===== config.mk =====
export PLATFORM = sky130hd
export DESIGN_NAME = cbs_unit
export DESIGN_NICKNAME = d
export VERILOG_FILES = /design/src/include/cbs_pkg.sv /design/src/verilog/cbs_flags.sv /design/src/verilog/cbs_unit.sv
export SDC_FILE = /design/constraint.sdc
export NUM_CORES = 1
export LEC_CHECK = 0
export ABC_AREA = 1
export BUFFER_PORTS_ARGS = -buffer_cell sky130_fd_sc_hd__buf_2
export CORE_UTILIZATION = 55
export DETAILED_ROUTE_END_ITERATION = 6
export PLACE_DENSITY = 0.81
export RECOVER_POWER = 100
export SLEW_MARGIN = 20
export SYNTH_ARGS = -nofsm -noshare
export SYNTH_HDL_FRONTEND = slang
export SYNTH_SLANG_ARGS = --single-unit

===== constraint.sdc =====
create_clock -name mclk_i -period 3.62 [get_ports mclk_i]
set_input_delay 0 -clock mclk_i [delete_from_list [all_inputs] [get_ports mclk_i]]
set_output_delay 0 -clock mclk_i [all_outputs]
set_load 0.005 [all_outputs]

===== src/include/cbs_pkg.sv =====
// package: constants, opcodes and states of the compare, branch and skip unit
//
// Functional notes
// - compare-skip: skip next when registers equal
// - compare: destination minus source sets five flags
// - compare with carry: also subtract carry
// - compare immediate: register minus constant, flags
// - skip when register bit is clear
// - skip when register bit is set
// - skip when I/O bit is clear
// - skip when I/O bit is set
// - branch when chosen status bit set
// - branch when chosen status bit clear
// - branch equal: jump when zero set
// - branch not equal: jump when zero clear
// - branch carry set: jump when carry set
// - branch carry clear: jump when carry clear
// - same-or-higher equals carry clear branch
// - lower equals carry set branch
package cbs_pkg;
	// ==========================================================
	// widths
	localparam int CBS_DW = 8;
	localparam int CBS_PCW = 16;
	localparam int CBS_OFSW = 7;
	localparam int CBS_BSW = 3;
	localparam int CBS_RAW = 3;
	localparam int CBS_CNTW = 8;

	// ==========================================================
	// status register bit positions
	localparam int CBS_FLAG_C = 0;
	localparam int CBS_FLAG_Z = 1;
	localparam int CBS_FLAG_N = 2;
	localparam int CBS_FLAG_V = 3;
	localparam int CBS_FLAG_H = 5;
	localparam logic [CBS_DW-1:0] CBS_STATUS_RST = 8'h00;

	// ==========================================================
	// program counter steps
	localparam logic [CBS_PCW-1:0] CBS_PC_RST = 16'h0000;
	localparam logic [CBS_PCW-1:0] CBS_STEP_NEXT = 16'h0001;
	localparam logic [CBS_PCW-1:0] CBS_STEP_SKIP1 = 16'h0002;
	localparam logic [CBS_PCW-1:0] CBS_STEP_SKIP2 = 16'h0003;

	// ==========================================================
	// extra cycles after the issue cycle
	localparam logic [1:0] CBS_EXTRA_NONE = 2'h0;
	localparam logic [1:0] CBS_EXTRA_ONE = 2'h1;
	localparam logic [1:0] CBS_EXTRA_TWO = 2'h2;

	// ==========================================================
	// register port map (word index)
	localparam logic [CBS_RAW-1:0] CBS_REG_STATUS = 3'h0;
	localparam logic [CBS_RAW-1:0] CBS_REG_PC_LO = 3'h1;
	localparam logic [CBS_RAW-1:0] CBS_REG_PC_HI = 3'h2;
	localparam logic [CBS_RAW-1:0] CBS_REG_STATE = 3'h3;
	localparam logic [CBS_RAW-1:0] CBS_REG_REDIR = 3'h4;
	localparam int CBS_ST_BUSY = 0;
	localparam int CBS_ST_TAKEN = 1;
	localparam int CBS_ST_LONG = 2;

	// ==========================================================
	// operations
	typedef enum logic [3:0] {
		CBS_OP_CMP_SKIP = 4'h0,
		CBS_OP_CMP = 4'h1,
		CBS_OP_CMP_CARRY = 4'h2,
		CBS_OP_CMP_IMM = 4'h3,
		CBS_OP_SKIP_REG_CLR = 4'h4,
		CBS_OP_SKIP_REG_SET = 4'h5,
		CBS_OP_SKIP_IO_CLR = 4'h6,
		CBS_OP_SKIP_IO_SET = 4'h7,
		CBS_OP_BR_FLAG_SET = 4'h8,
		CBS_OP_BR_FLAG_CLR = 4'h9,
		CBS_OP_BR_EQ = 4'hA,
		CBS_OP_BR_NE = 4'hB,
		CBS_OP_BR_CS = 4'hC,
		CBS_OP_BR_CC = 4'hD,
		CBS_OP_BR_SH = 4'hE,
		CBS_OP_BR_LO = 4'hF
	} cbs_op_t;

	// ==========================================================
	// wait states; gray on every step but idle -> w2, an odd loop cannot be
	typedef enum logic [1:0] {
		CBS_S_IDLE = 2'b00,
		CBS_S_W1 = 2'b01,
		CBS_S_W2 = 2'b11
	} cbs_state_t;
endpackage


===== src/verilog/cbs_flags.sv =====
// subtractor that forms the compare flags
`timescale 1ns/1ns
module cbs_flags
(
	input wire logic [cbs_pkg::CBS_DW-1:0] a_i,
	input wire logic [cbs_pkg::CBS_DW-1:0] b_i,
	input wire logic cin_i,
	output logic [cbs_pkg::CBS_DW-1:0] diff_o,
	output logic zero_o,
	output logic neg_o,
	output logic ovf_o,
	output logic carry_o,
	output logic half_o
);
	import cbs_pkg::*;

	// sign bit and the nibble borrow bit
	localparam int MSB = CBS_DW - 1;
	localparam int HALF_BIT = CBS_DW / 2 - 1;

	// ==========================================================
	// difference
	logic [CBS_DW-1:0] r;
	assign r = a_i - b_i - {{(CBS_DW-1){1'b0}}, cin_i};
	assign diff_o = r;

	// ==========================================================
	// borrows and overflow
	assign zero_o = (r == '0);
	assign neg_o = r[CBS_DW-1];
	assign carry_o = (~a_i[MSB] & b_i[MSB]) | (b_i[MSB] & r[MSB]) | (r[MSB] & ~a_i[MSB]);
	assign half_o = (~a_i[HALF_BIT] & b_i[HALF_BIT]) | (b_i[HALF_BIT] & r[HALF_BIT])
		| (r[HALF_BIT] & ~a_i[HALF_BIT]);
	assign ovf_o = (a_i[MSB] & ~b_i[MSB] & ~r[MSB]) | (~a_i[MSB] & b_i[MSB] & r[MSB]);
endmodule


===== src/verilog/cbs_unit.sv =====
// compare, conditional skip and relative branch execution unit
`timescale 1ns/1ns
module cbs_unit
(
	input wire logic mclk_i,
	input wire logic rst_i,
	input wire logic issue_i,
	input wire cbs_pkg::cbs_op_t op_i,
	input wire logic [cbs_pkg::CBS_DW-1:0] dst_val_i,
	input wire logic [cbs_pkg::CBS_DW-1:0] source_register_i,
	input wire logic [cbs_pkg::CBS_DW-1:0] imm_i,
	input wire logic [cbs_pkg::CBS_DW-1:0] io_val_i,
	input wire logic [cbs_pkg::CBS_BSW-1:0] bit_sel_i,
	input wire logic [cbs_pkg::CBS_OFSW-1:0] offset_i,
	input wire logic next_long_i,
	input wire logic [cbs_pkg::CBS_RAW-1:0] reg_addr_i,
	input wire logic [cbs_pkg::CBS_DW-1:0] reg_wdata_i,
	input wire logic reg_wr_i,
	input wire logic reg_rd_i,
	output logic [cbs_pkg::CBS_DW-1:0] reg_rdata_o,
	output logic [cbs_pkg::CBS_PCW-1:0] pc_o,
	output logic [cbs_pkg::CBS_DW-1:0] status_register_o,
	output logic ready_o,
	output logic done_o,
	output logic taken_o
);
	import cbs_pkg::*;

	// ==========================================================
	// helpers
	function automatic logic [CBS_PCW-1:0] pc_add(input logic [CBS_PCW-1:0] pc,
		input logic [CBS_PCW-1:0] step);
		pc_add = pc + step;
	endfunction

	function automatic logic sel_bit(input logic [CBS_DW-1:0] v,
		input logic [CBS_BSW-1:0] idx);
		sel_bit = v[idx];
	endfunction

	// ==========================================================
	// state
	cbs_state_t state_reg;
	cbs_state_t state_next;
	logic [CBS_PCW-1:0] pc_reg;
	logic [CBS_PCW-1:0] pc_next;
	logic [CBS_DW-1:0] status_reg;
	logic [CBS_DW-1:0] status_next;
	logic [CBS_DW-1:0] rdata_reg;
	logic [CBS_DW-1:0] rdata_next;
	logic ready_reg;
	logic done_reg;
	logic taken_reg;
	logic taken_next;
	logic long_reg;
	logic long_next;
	logic [CBS_CNTW-1:0] redir_reg;
	logic [CBS_CNTW-1:0] redir_next;

	// ==========================================================
	// issue qualification
	wire accept = issue_i & ready_reg;
	wire is_cmp = (op_i == CBS_OP_CMP) | (op_i == CBS_OP_CMP_CARRY) | (op_i == CBS_OP_CMP_IMM);
	wire is_skip = (op_i == CBS_OP_CMP_SKIP) | (op_i == CBS_OP_SKIP_REG_CLR)
		| (op_i == CBS_OP_SKIP_REG_SET) | (op_i == CBS_OP_SKIP_IO_CLR)
		| (op_i == CBS_OP_SKIP_IO_SET);
	wire is_branch = ~is_cmp & ~is_skip;

	// ==========================================================
	// compare datapath
	// immediate replaces source
	wire [CBS_DW-1:0] sub_b = (op_i == CBS_OP_CMP_IMM) ? imm_i : source_register_i;
	wire sub_cin = (op_i == CBS_OP_CMP_CARRY) & status_reg[CBS_FLAG_C];
	wire [CBS_DW-1:0] sub_diff;
	wire sub_z;
	wire sub_n;
	wire sub_v;
	wire sub_c;
	wire sub_h;

	cbs_flags u_flags
	(
		.a_i(dst_val_i),
		.b_i(sub_b),
		.cin_i(sub_cin),
		.diff_o(sub_diff),
		.zero_o(sub_z),
		.neg_o(sub_n),
		.ovf_o(sub_v),
		.carry_o(sub_c),
		.half_o(sub_h)
	);

	// difference is discarded; only flags survive
	// zero chains with previous zero for multi-byte compares
	wire z_new = (op_i == CBS_OP_CMP_CARRY) ? (sub_z & status_reg[CBS_FLAG_Z]) : sub_z;
	wire [CBS_DW-1:0] status_cmp = (status_reg
		& ~((8'h01 << CBS_FLAG_C) | (8'h01 << CBS_FLAG_Z) | (8'h01 << CBS_FLAG_N)
		| (8'h01 << CBS_FLAG_V) | (8'h01 << CBS_FLAG_H)))
		| ({7'h00, sub_c} << CBS_FLAG_C) | ({7'h00, z_new} << CBS_FLAG_Z)
		| ({7'h00, sub_n} << CBS_FLAG_N) | ({7'h00, sub_v} << CBS_FLAG_V)
		| ({7'h00, sub_h} << CBS_FLAG_H);

	// ==========================================================
	// skip conditions
	wire reg_bit = sel_bit(source_register_i, bit_sel_i);
	wire io_bit = sel_bit(io_val_i, bit_sel_i);
	logic skip_cond;
	always_comb
	begin
		unique case (op_i)
			CBS_OP_CMP_SKIP: skip_cond = (dst_val_i == source_register_i);
			CBS_OP_SKIP_REG_CLR: skip_cond = ~reg_bit;
			CBS_OP_SKIP_REG_SET: skip_cond = reg_bit;
			CBS_OP_SKIP_IO_CLR: skip_cond = ~io_bit;
			CBS_OP_SKIP_IO_SET: skip_cond = io_bit;
			default: skip_cond = 1'b0;
		endcase
	end

	// ==========================================================
	// branch conditions
	wire flag_bit = sel_bit(status_reg, bit_sel_i);
	logic br_cond;
	always_comb
	begin
		unique case (op_i)
			CBS_OP_BR_FLAG_SET: br_cond = flag_bit;
			CBS_OP_BR_FLAG_CLR: br_cond = ~flag_bit;
			CBS_OP_BR_EQ: br_cond = status_reg[CBS_FLAG_Z];
			CBS_OP_BR_NE: br_cond = ~status_reg[CBS_FLAG_Z];
			CBS_OP_BR_CS, CBS_OP_BR_LO: br_cond = status_reg[CBS_FLAG_C];
			CBS_OP_BR_CC, CBS_OP_BR_SH: br_cond = ~status_reg[CBS_FLAG_C];
			default: br_cond = 1'b0;
		endcase
	end

	// ==========================================================
	// program counter target and cycle cost
	wire [CBS_PCW-1:0] ofs_ext = {{(CBS_PCW-CBS_OFSW){offset_i[CBS_OFSW-1]}}, offset_i};
	wire do_skip = is_skip & skip_cond;
	wire do_branch = is_branch & br_cond;
	// one or two words passed over
	wire [CBS_PCW-1:0] skip_step = next_long_i ? CBS_STEP_SKIP2 : CBS_STEP_SKIP1;
	wire [CBS_PCW-1:0] pc_target = do_branch ? pc_add(pc_reg, pc_add(ofs_ext, CBS_STEP_NEXT))
		: do_skip ? pc_add(pc_reg, skip_step)
		: pc_add(pc_reg, CBS_STEP_NEXT);
	wire [1:0] extra = do_branch ? CBS_EXTRA_ONE
		: do_skip ? (next_long_i ? CBS_EXTRA_TWO : CBS_EXTRA_ONE)
		: CBS_EXTRA_NONE;

	// ==========================================================
	// register port
	wire sw_status_wr = reg_wr_i & (reg_addr_i == CBS_REG_STATUS);
	wire sw_pc_lo_wr = reg_wr_i & (reg_addr_i == CBS_REG_PC_LO);
	wire sw_pc_hi_wr = reg_wr_i & (reg_addr_i == CBS_REG_PC_HI);
	wire [CBS_DW-1:0] state_view = ({7'h00, ~ready_reg} << CBS_ST_BUSY)
		| ({7'h00, taken_reg} << CBS_ST_TAKEN) | ({7'h00, long_reg} << CBS_ST_LONG);
	wire [CBS_DW-1:0] rd_mux = (reg_addr_i == CBS_REG_STATUS) ? status_reg
		: (reg_addr_i == CBS_REG_PC_LO) ? pc_reg[CBS_DW-1:0]
		: (reg_addr_i == CBS_REG_PC_HI) ? pc_reg[CBS_PCW-1:CBS_DW]
		: (reg_addr_i == CBS_REG_STATE) ? state_view
		: (reg_addr_i == CBS_REG_REDIR) ? redir_reg
		: 8'h00;
	// read data only valid in the cycle after the strobe
	assign rdata_next = reg_rd_i ? rd_mux : 8'h00;

	// ==========================================================
	// next-state logic
	always_comb
	begin
		status_next = status_reg;
		pc_next = pc_reg;
		taken_next = taken_reg;
		long_next = long_reg;
		redir_next = redir_reg;
		if (sw_status_wr)
			status_next = reg_wdata_i;
		if (sw_pc_lo_wr)
			pc_next[CBS_DW-1:0] = reg_wdata_i;
		if (sw_pc_hi_wr)
			pc_next[CBS_PCW-1:CBS_DW] = reg_wdata_i;
		// instruction wins over a software write in the same cycle
		if (accept)
		begin
			pc_next = pc_target;
			taken_next = do_skip | do_branch;
			long_next = do_skip & next_long_i;
			if (do_skip | do_branch)
				redir_next = redir_reg + 8'h01;
			if (is_cmp)
				status_next = status_cmp;
		end
	end

	always_comb
	begin
		state_next = state_reg;
		unique case (state_reg)
			CBS_S_IDLE:
			begin
				if (accept && extra == CBS_EXTRA_TWO)
					state_next = CBS_S_W2;
				else if (accept && extra == CBS_EXTRA_ONE)
					state_next = CBS_S_W1;
			end
			CBS_S_W2: state_next = CBS_S_W1;
			CBS_S_W1: state_next = CBS_S_IDLE;
			default: state_next = CBS_S_IDLE;
		endcase
	end

	wire done_next = (accept & (extra == CBS_EXTRA_NONE)) | (state_reg == CBS_S_W1);
	wire ready_next = (state_next == CBS_S_IDLE);

	// ==========================================================
	// registers
	always_ff @(posedge mclk_i)
	begin
		if (rst_i)
		begin
			state_reg <= CBS_S_IDLE;
			pc_reg <= CBS_PC_RST;
			status_reg <= CBS_STATUS_RST;
			rdata_reg <= 8'h00;
			ready_reg <= 1'b1;
			done_reg <= 1'b0;
			taken_reg <= 1'b0;
			long_reg <= 1'b0;
			redir_reg <= 8'h00;
		end
		else
		begin
			state_reg <= state_next;
			pc_reg <= pc_next;
			status_reg <= status_next;
			rdata_reg <= rdata_next;
			ready_reg <= ready_next;
			done_reg <= done_next;
			taken_reg <= taken_next;
			long_reg <= long_next;
			redir_reg <= redir_next;
		end
	end

	// ==========================================================
	// outputs
	assign reg_rdata_o = rdata_reg;
	assign pc_o = pc_reg;
	assign status_register_o = status_reg;
	assign ready_o = ready_reg;
	assign done_o = done_reg;
	assign taken_o = taken_reg;
endmodule


**Word-level counts from Yosys, hierarchy flattened**

Cells that the tools add are included.

- Add/subtract/negate cells: 7
- Eq/ne operators: 24
- Order comparisons: 1
- Shifts and indexed selects: 0
- Multipliers: 0
- Reduce and logical (&&, ||, !) cells: 14
- Muxes and demuxes: 30
- Bitwise gates (word level): 53
- Div/mod/pow operators: 0

Operators by type and width:

| cell | number |
|---|---|
| 2-to-1 mux 8 bit | 11 |
| 2-to-1 mux 16 bit | 3 |
| equality test 4 bit (second input constant) | 8 |
| bitwise AND 1 bit | 20 |
| adder 16 x 1 -> 16 bit (second input constant) | 1 |
| adder 16 bit | 1 |
| adder 16 x 2 -> 16 bit | 1 |
| equality test 4 x 3 -> 1 bit (second input constant) | 4 |
| NOT 1 bit | 13 |
| OR 1 bit | 13 |
| 2-to-1 mux 2 bit | 5 |
| binary-select mux 1 bit (select 3 bit) | 3 |
| adder 7 x 2 -> 8 bit (second input constant) | 1 |
| adder 8 x 1 -> 8 bit (second input constant) | 1 |
| equality test 4 x 2 -> 1 bit (second input constant) | 2 |
| equality test 8 bit | 1 |
| logical NOT 8 bit | 1 |
| OR 8 x 1 -> 8 bit | 1 |
| OR 8 x 2 -> 8 bit | 1 |
| OR 8 x 3 -> 8 bit | 1 |
| OR 8 x 4 -> 8 bit | 1 |
| OR 8 x 6 -> 8 bit | 1 |
| subtractor 8 x 1 -> 8 bit | 1 |
| subtractor 8 bit | 1 |
| other kinds (20) | 33 |

- Latch bits: 0
- Word-level logic and storage cells: 139
- Memories kept: 0
- Input port bits: 63
- Output and inout port bits: 35
- Bits in read-only memories: 0
- RAM bits: 0
- Bits in registers: 46

**Logic depth before layout (Yosys ltp)**

- Depth after elaboration: 15
- Depth in mapped cells: 24

**Cells and area by module**

A second synthesis with hierarchy kept.

- Cells, all modules: 730
- Area total of the unflattened synthesis: 4360.4 µm²

By module, submodules not included:

| module | cells an instance | sequential area each (µm²) | area an instance (µm²) | times used |
|---|---|---|---|---|
| cbs_unit | 610 | 920.9 | 3713.6 | 1 |
| cbs_flags | 120 | 0.0 | 646.9 | 1 |

**Worst setup path after synthesis**

No wires, ideal clock.

- Kind: flip-flop to flip-flop
- Start point: register status_reg[1] (netlist: status_register_o[1])
- End point: register pc_reg[12] (netlist: pc_o[12])
- Path buffers: 0
- Slack: 0.906 ns
- Stages on the path, launching flop included: 22
- Arrival time: 2.644 ns
- Data required time: 3.550 ns
- Cell sequence: dfxtp_1 inv_1 nand2_1 nand3_1 nand3_1 nand2_1 nand2_1 nand2_2 nor2_8 nand3_4 o211ai_1 ha_1 fa_1 a21oi_1 o21ai_0 nand3_1 nand2_1 a21oi_1 o21ai_0 a21oi_1 o21ai_0 a21oi_1

- Longest elaborated chain between the ends: 7
- Elaborated cells on any way between the ends: 8

Ends and longest elaborated chain:

| item | RTL line | source |
|---|---|---|
| start, declared | cbs_unit.sv:47 | `logic [CBS_DW-1:0] status_reg;` |
| start signal, assigned | cbs_unit.sv:236 | `status_reg <= status_next;` |
| binary-select mux 1 bit (select 3 bit) | cbs_unit.sv:38 | `sel_bit = v[idx];` |
| 2-to-1 mux 1 bit (not written as such) | cbs_unit.sv:38 |  |
| NOT 1 bit | cbs_unit.sv:129 | `CBS_OP_BR_FLAG_CLR: br_cond = ~flag_bit;` |
| one-hot mux 1 bit (6 select lines) (*) | cbs_unit.sv:127 | `unique case (op_i)` |
| bitwise AND 1 bit (*) | cbs_unit.sv:142 | `wire do_branch = is_branch & br_cond;` |
| 2-to-1 mux 16 bit (*) | cbs_unit.sv:145 | `wire [CBS_PCW-1:0] pc_target = do_branch ? pc_add(pc_reg, pc_add(ofs_ext, CBS_STEP_NEXT))` |
| 2-to-1 mux 16 bit (*) | cbs_unit.sv:184 | `if (accept)` |
| end signal, assigned | cbs_unit.sv:235 | `pc_reg <= pc_next;` |
| end, declared | cbs_unit.sv:45 | `logic [CBS_PCW-1:0] pc_reg;` |

Mark *: on every way between the ends. The rest lies on a longest branch, timed or not. The select of a mux whose other input is x is not followed.
A chain may end at the register's enable or synchronous reset.

**Final worst setup path**

Same ends and word-level chain as after synthesis.

==> impl_metrics.env <==
export IMPL_path_clk_slew_ns=0.09
export IMPL_reg2reg_slack_ns=0.35
export IMPL_cts_hold_repair_buffers=0
export IMPL_synth_top_family_by_area="simple AND/OR/NAND/NOR gates"
export IMPL_globalplace_congestion=0.9480
export IMPL_period_needed_ns=3.270
export IMPL_rsz0062_at_grt="no"
export IMPL_yosys_area_top_type_share=0.2166
export IMPL_die_h_um=89.92
export IMPL_setup_tns_ns=0
export IMPL_area_sequential_um2=920.9
export IMPL_synth_area_leaders="dfxtp_1, nand2_1, inv_1"
export IMPL_path_common_cell="nand2_1"
export IMPL_synth_xor_area_share=0.01854
export IMPL_synth_edf_count=0
export IMPL_grt_pass1_wl_um=20320
export IMPL_arrival_ns=3.49
export IMPL_cts_buffers=5
export IMPL_rows=31
export IMPL_max_stage_delay_ns=0.42
export IMPL_critPathRequiredTime_ns=3.84
export IMPL_postCtsResizedCells=0
export IMPL_vias=4810
export IMPL_gr_usage_met2=0.5032
export IMPL_dp_hpwl_um=10180
export IMPL_dp_cells=861
export IMPL_globalRouteOverflowTotal=0
export IMPL_synth_ff_type="dfxtp_1"
export IMPL_die_area_mm2=0.008086
export IMPL_rr_endpoint="pc_o[12]$_SDFFE_PP0P_"
export IMPL_critPathTopFamily="compound AO/OA/AOI/OAI gates"
export IMPL_synthToLayoutAreaGrowth_pct=14.74
export IMPL_netlist_instances=677
export IMPL_finalSetupViolations=0
export IMPL_wl_per_cell_um=14.41
export IMPL_r2r_start="status_register_o[1]$_SDFF_PP0_"
export IMPL_io_buffers=97
export IMPL_routed_wl_um=12520
export IMPL_cts_tree="yes"
export IMPL_skew_ns=0.01004
export IMPL_p_per_area_mw_per_mm2=324.0
export IMPL_design_area_mm2=0.004878
export IMPL_dieWidth_um=89.92
export IMPL_synth_compound_area_share=0.2107
export IMPL_gr_usage_met3=0.04230
export IMPL_critPathSlowestCell="fa_1"
export IMPL_grt_start_max_net_pins=21
export IMPL_firstDrtPassIters=6
export IMPL_drc=0
export IMPL_antenna_found_initial=0
export IMPL_largest_reg_flops=16
export IMPL_p_int_uw=975.5
export IMPL_pwr_share_seq=0.373
export IMPL_pwr_share_comb=0.378
export IMPL_final_antenna_net_count=0
export IMPL_multi_input_area_mm2=0.002746
export IMPL_cts_sinks=46
export IMPL_busiest_layer="met2"
export IMPL_cp_end_kind="flop"
export IMPL_power_switching_share=0.3828
export IMPL_start_util=0.5769
export IMPL_hp_start="reg_wdata_i[0]"
export IMPL_synth_seq_area_share=0.2166
export IMPL_synth_cell_area_mm2=0.004252
export IMPL_core_mm2=0.007370
export IMPL_status="finished, final reports clean"
export IMPL_ir_worst_vdd_v=0.0002034
export IMPL_rr_worst_depth=21
export IMPL_hold_path_class="input port to flop"
export IMPL_cp_num_buf_inv=1
export IMPL_final_layout_size_suffix_gt1_frac=0.1506
export IMPL_holdWs_ns=0.02396
export IMPL_syn_num_nets=777
export IMPL_n_fill_cell=700
export IMPL_num_antenna_cells=0
export IMPL_clock_path_buffers=2
export IMPL_worstSetupPathType="flop to flop"
export IMPL_p_clk_frac=0.249
export IMPL_htree_levels=2
export IMPL_yosysWarnings=0
export IMPL_slew_headroom=0.3540
export IMPL_tightest_slew_ns=0.9690
export IMPL_maxSlewViolCount=0
export IMPL_min_to="pc_o[0]$_SDFFE_PP0P_"
export IMPL_synth_top_cell_by_area="dfxtp_1"
export IMPL_p_leak_nw=2.523
export IMPL_drt_iter0_markers=474
export IMPL_cts_setup_buffers=0
export IMPL_cp_depth=21
export IMPL_min_delay_path_depth=3
export IMPL_path_cells="inv_1 -> nand2_1 -> nand3_1 -> nand3_1 -> nand2_1 -> nand2_1 -> nand2_1 -> nor2_8 -> nand3_4 -> o211ai_1 -> ha_1 -> fa_1 -> a21oi_1 -> o21ai_0 -> nand3_1 -> nand2_1 -> a21oi_1 -> o21ai_0 -> a21oi_1 -> o21ai_0 -> a21oi_1"
export IMPL_crit_fanout=5
export IMPL_max_freq_mhz=305.8
export IMPL_finalHoldViolCount=0
export IMPL_maxCapViolCount=0
export IMPL_met1_usage=0.4331
export IMPL_finalCritPeriodShare=0.9033
export IMPL_io_pins=98
export IMPL_root_buffer="clkbuf_8"
export IMPL_synth_seq_cells=46
export IMPL_yosys_area_share_adder=0.1142
export IMPL_cp_start_kind="flop"
export IMPL_syn_area_per_cell_um2=6.280
export IMPL_synthMuxAreaShare=0
export IMPL_clk_latency_ns=0.30
export IMPL_via_per_inst=5.535
export IMPL_async_reset_ff_frac=0
export IMPL_nets=869
export IMPL_synth_simple_area_share=0.3087
export IMPL_grt_pass1_vias=4290
export IMPL_place_area_mm2=0.004805
export IMPL_yosysUniqueCellTypes=48
export IMPL_fin_cells=869
export IMPL_switching_power_uw=605.0
export IMPL_grt_use_total=0.3083
[cell usage in the layout (no fill, tap or decap), drive strengths merged, types with 8 or more instances in the layout]
cell	instances
nand4	8
o22ai	12
a31oi	13
nor3	8
nand3	61
nor2	42
ha	34
a21oi	61
nand2	158
inv	131
dfxtp	46
clkbuf	13
buf	90
o21ai	32
[routing by layer]
layer,vias up,share of wire
met5,-,0
met4,0,0.013
met3,12,0.088
met2,217,0.44
met1,2156,0.45
li1,2425,-
[worst register-to-register path, delay by kind of cell, from the launching register on]
family                   cells  cell delay [ns]
AO/OA/AOI/OAI                8             1.09
AND/OR/NAND/NOR             10             0.90
adder cells (fa/ha/maj)      2             0.65
flip-flops                   1             0.36
buffers and inverters        1             0.20
[worst max-delay path by stage]
stage / from / end / slack, ns
6_report: status_register_o[1]$_SDFF_PP0_ / pc_o[12]$_SDFFE_PP0P_ / 0.35
5_1_grt: status_register_o[1]$_SDFF_PP0_ / pc_o[12]$_SDFFE_PP0P_ / 0.06
4_1_cts: status_register_o[0]$_SDFF_PP0_ / pc_o[12]$_SDFFE_PP0P_ / 0.49
3_5_place_dp: status_register_o[1]$_SDFF_PP0_ / pc_o[12]$_SDFFE_PP0P_ / 0.51
3_3_place_gp: status_register_o[1]$_SDFF_PP0_ / pc_o[12]$_SDFFE_PP0P_ / 0.58
2_1_floorplan: status_register_o[1]$_SDFF_PP0_ / pc_o[12]$_SDFFE_PP0P_ / 0.91
[power by group through the flow]
| stage | Combinational, mW | Sequential, mW | Clock [mW] |
|---|---|---|---|
| after floorplan | 0.407 | 0.589 | 0 |
| after global placement | 0.578 | 0.598 | 0 |
| after detailed placement | 0.589 | 0.600 | 0 |
| after CTS | 0.594 | 0.588 | 0.393 |
| after global routing | 0.672 | 0.594 | 0.416 |
| final | 0.598 | 0.589 | 0.393 |
[kinds of logic (layout without fill, tap and decap cells)]
logic type / after synthesis / in the layout
AO/OA/AOI/OAI: 150 / 150
XOR/XNOR: 9 / 9
adder cells (fa/ha/maj): 37 / 37
buffers and inverters: 144 / 237
flip-flops: 46 / 46
AND/OR/NAND/NOR: 291 / 291
[cells in the mapped netlist (all sizes together), types with 3 or more instances]
cell / number
a21o: 3
nand4: 8
xnor2: 5
nor3b: 4
xor2: 4
clkbuf: 8
o221ai: 4
a21oi: 61
o22ai: 12
a211oi: 6
o21bai: 4
fa: 3
nor3: 8
a31oi: 13
or2: 4
buf: 5
ha: 34
nand2: 158
nor2: 42
o21a: 3
dfxtp: 46
inv: 131
nand3: 61
nand3b: 4
o21ai: 32
o211ai: 7
[stage by stage]
| stage | utilization | power (mW) | setup WS, ns |
|---|---|---|---|
| CTS | 0.6672 | 1.574 | 0.4873 |
| floorplan | - | 0.9962 | 0.9060 |
| finish | 0.6620 | 1.580 | 0.3499 |
| global route | 0.6620 | 1.682 | 0.06290 |
| global placement | 0.6520 | 1.176 | 0.5820 |
| detailed placement | 0.6520 | 1.189 | 0.5079 |
[final cells by class]
type / instances / share of cell area
inverter: 131 / 0.1011
tap: 99 / 0.02539
clock buffer: 5 / 0.01411
multi-input combinational: 487 / 0.5630
timing repair buffer: 98 / 0.09874
sequential: 46 / 0.1888
clock inverter: 3 / 0.008977
Power figures use the tool's default switching activity.
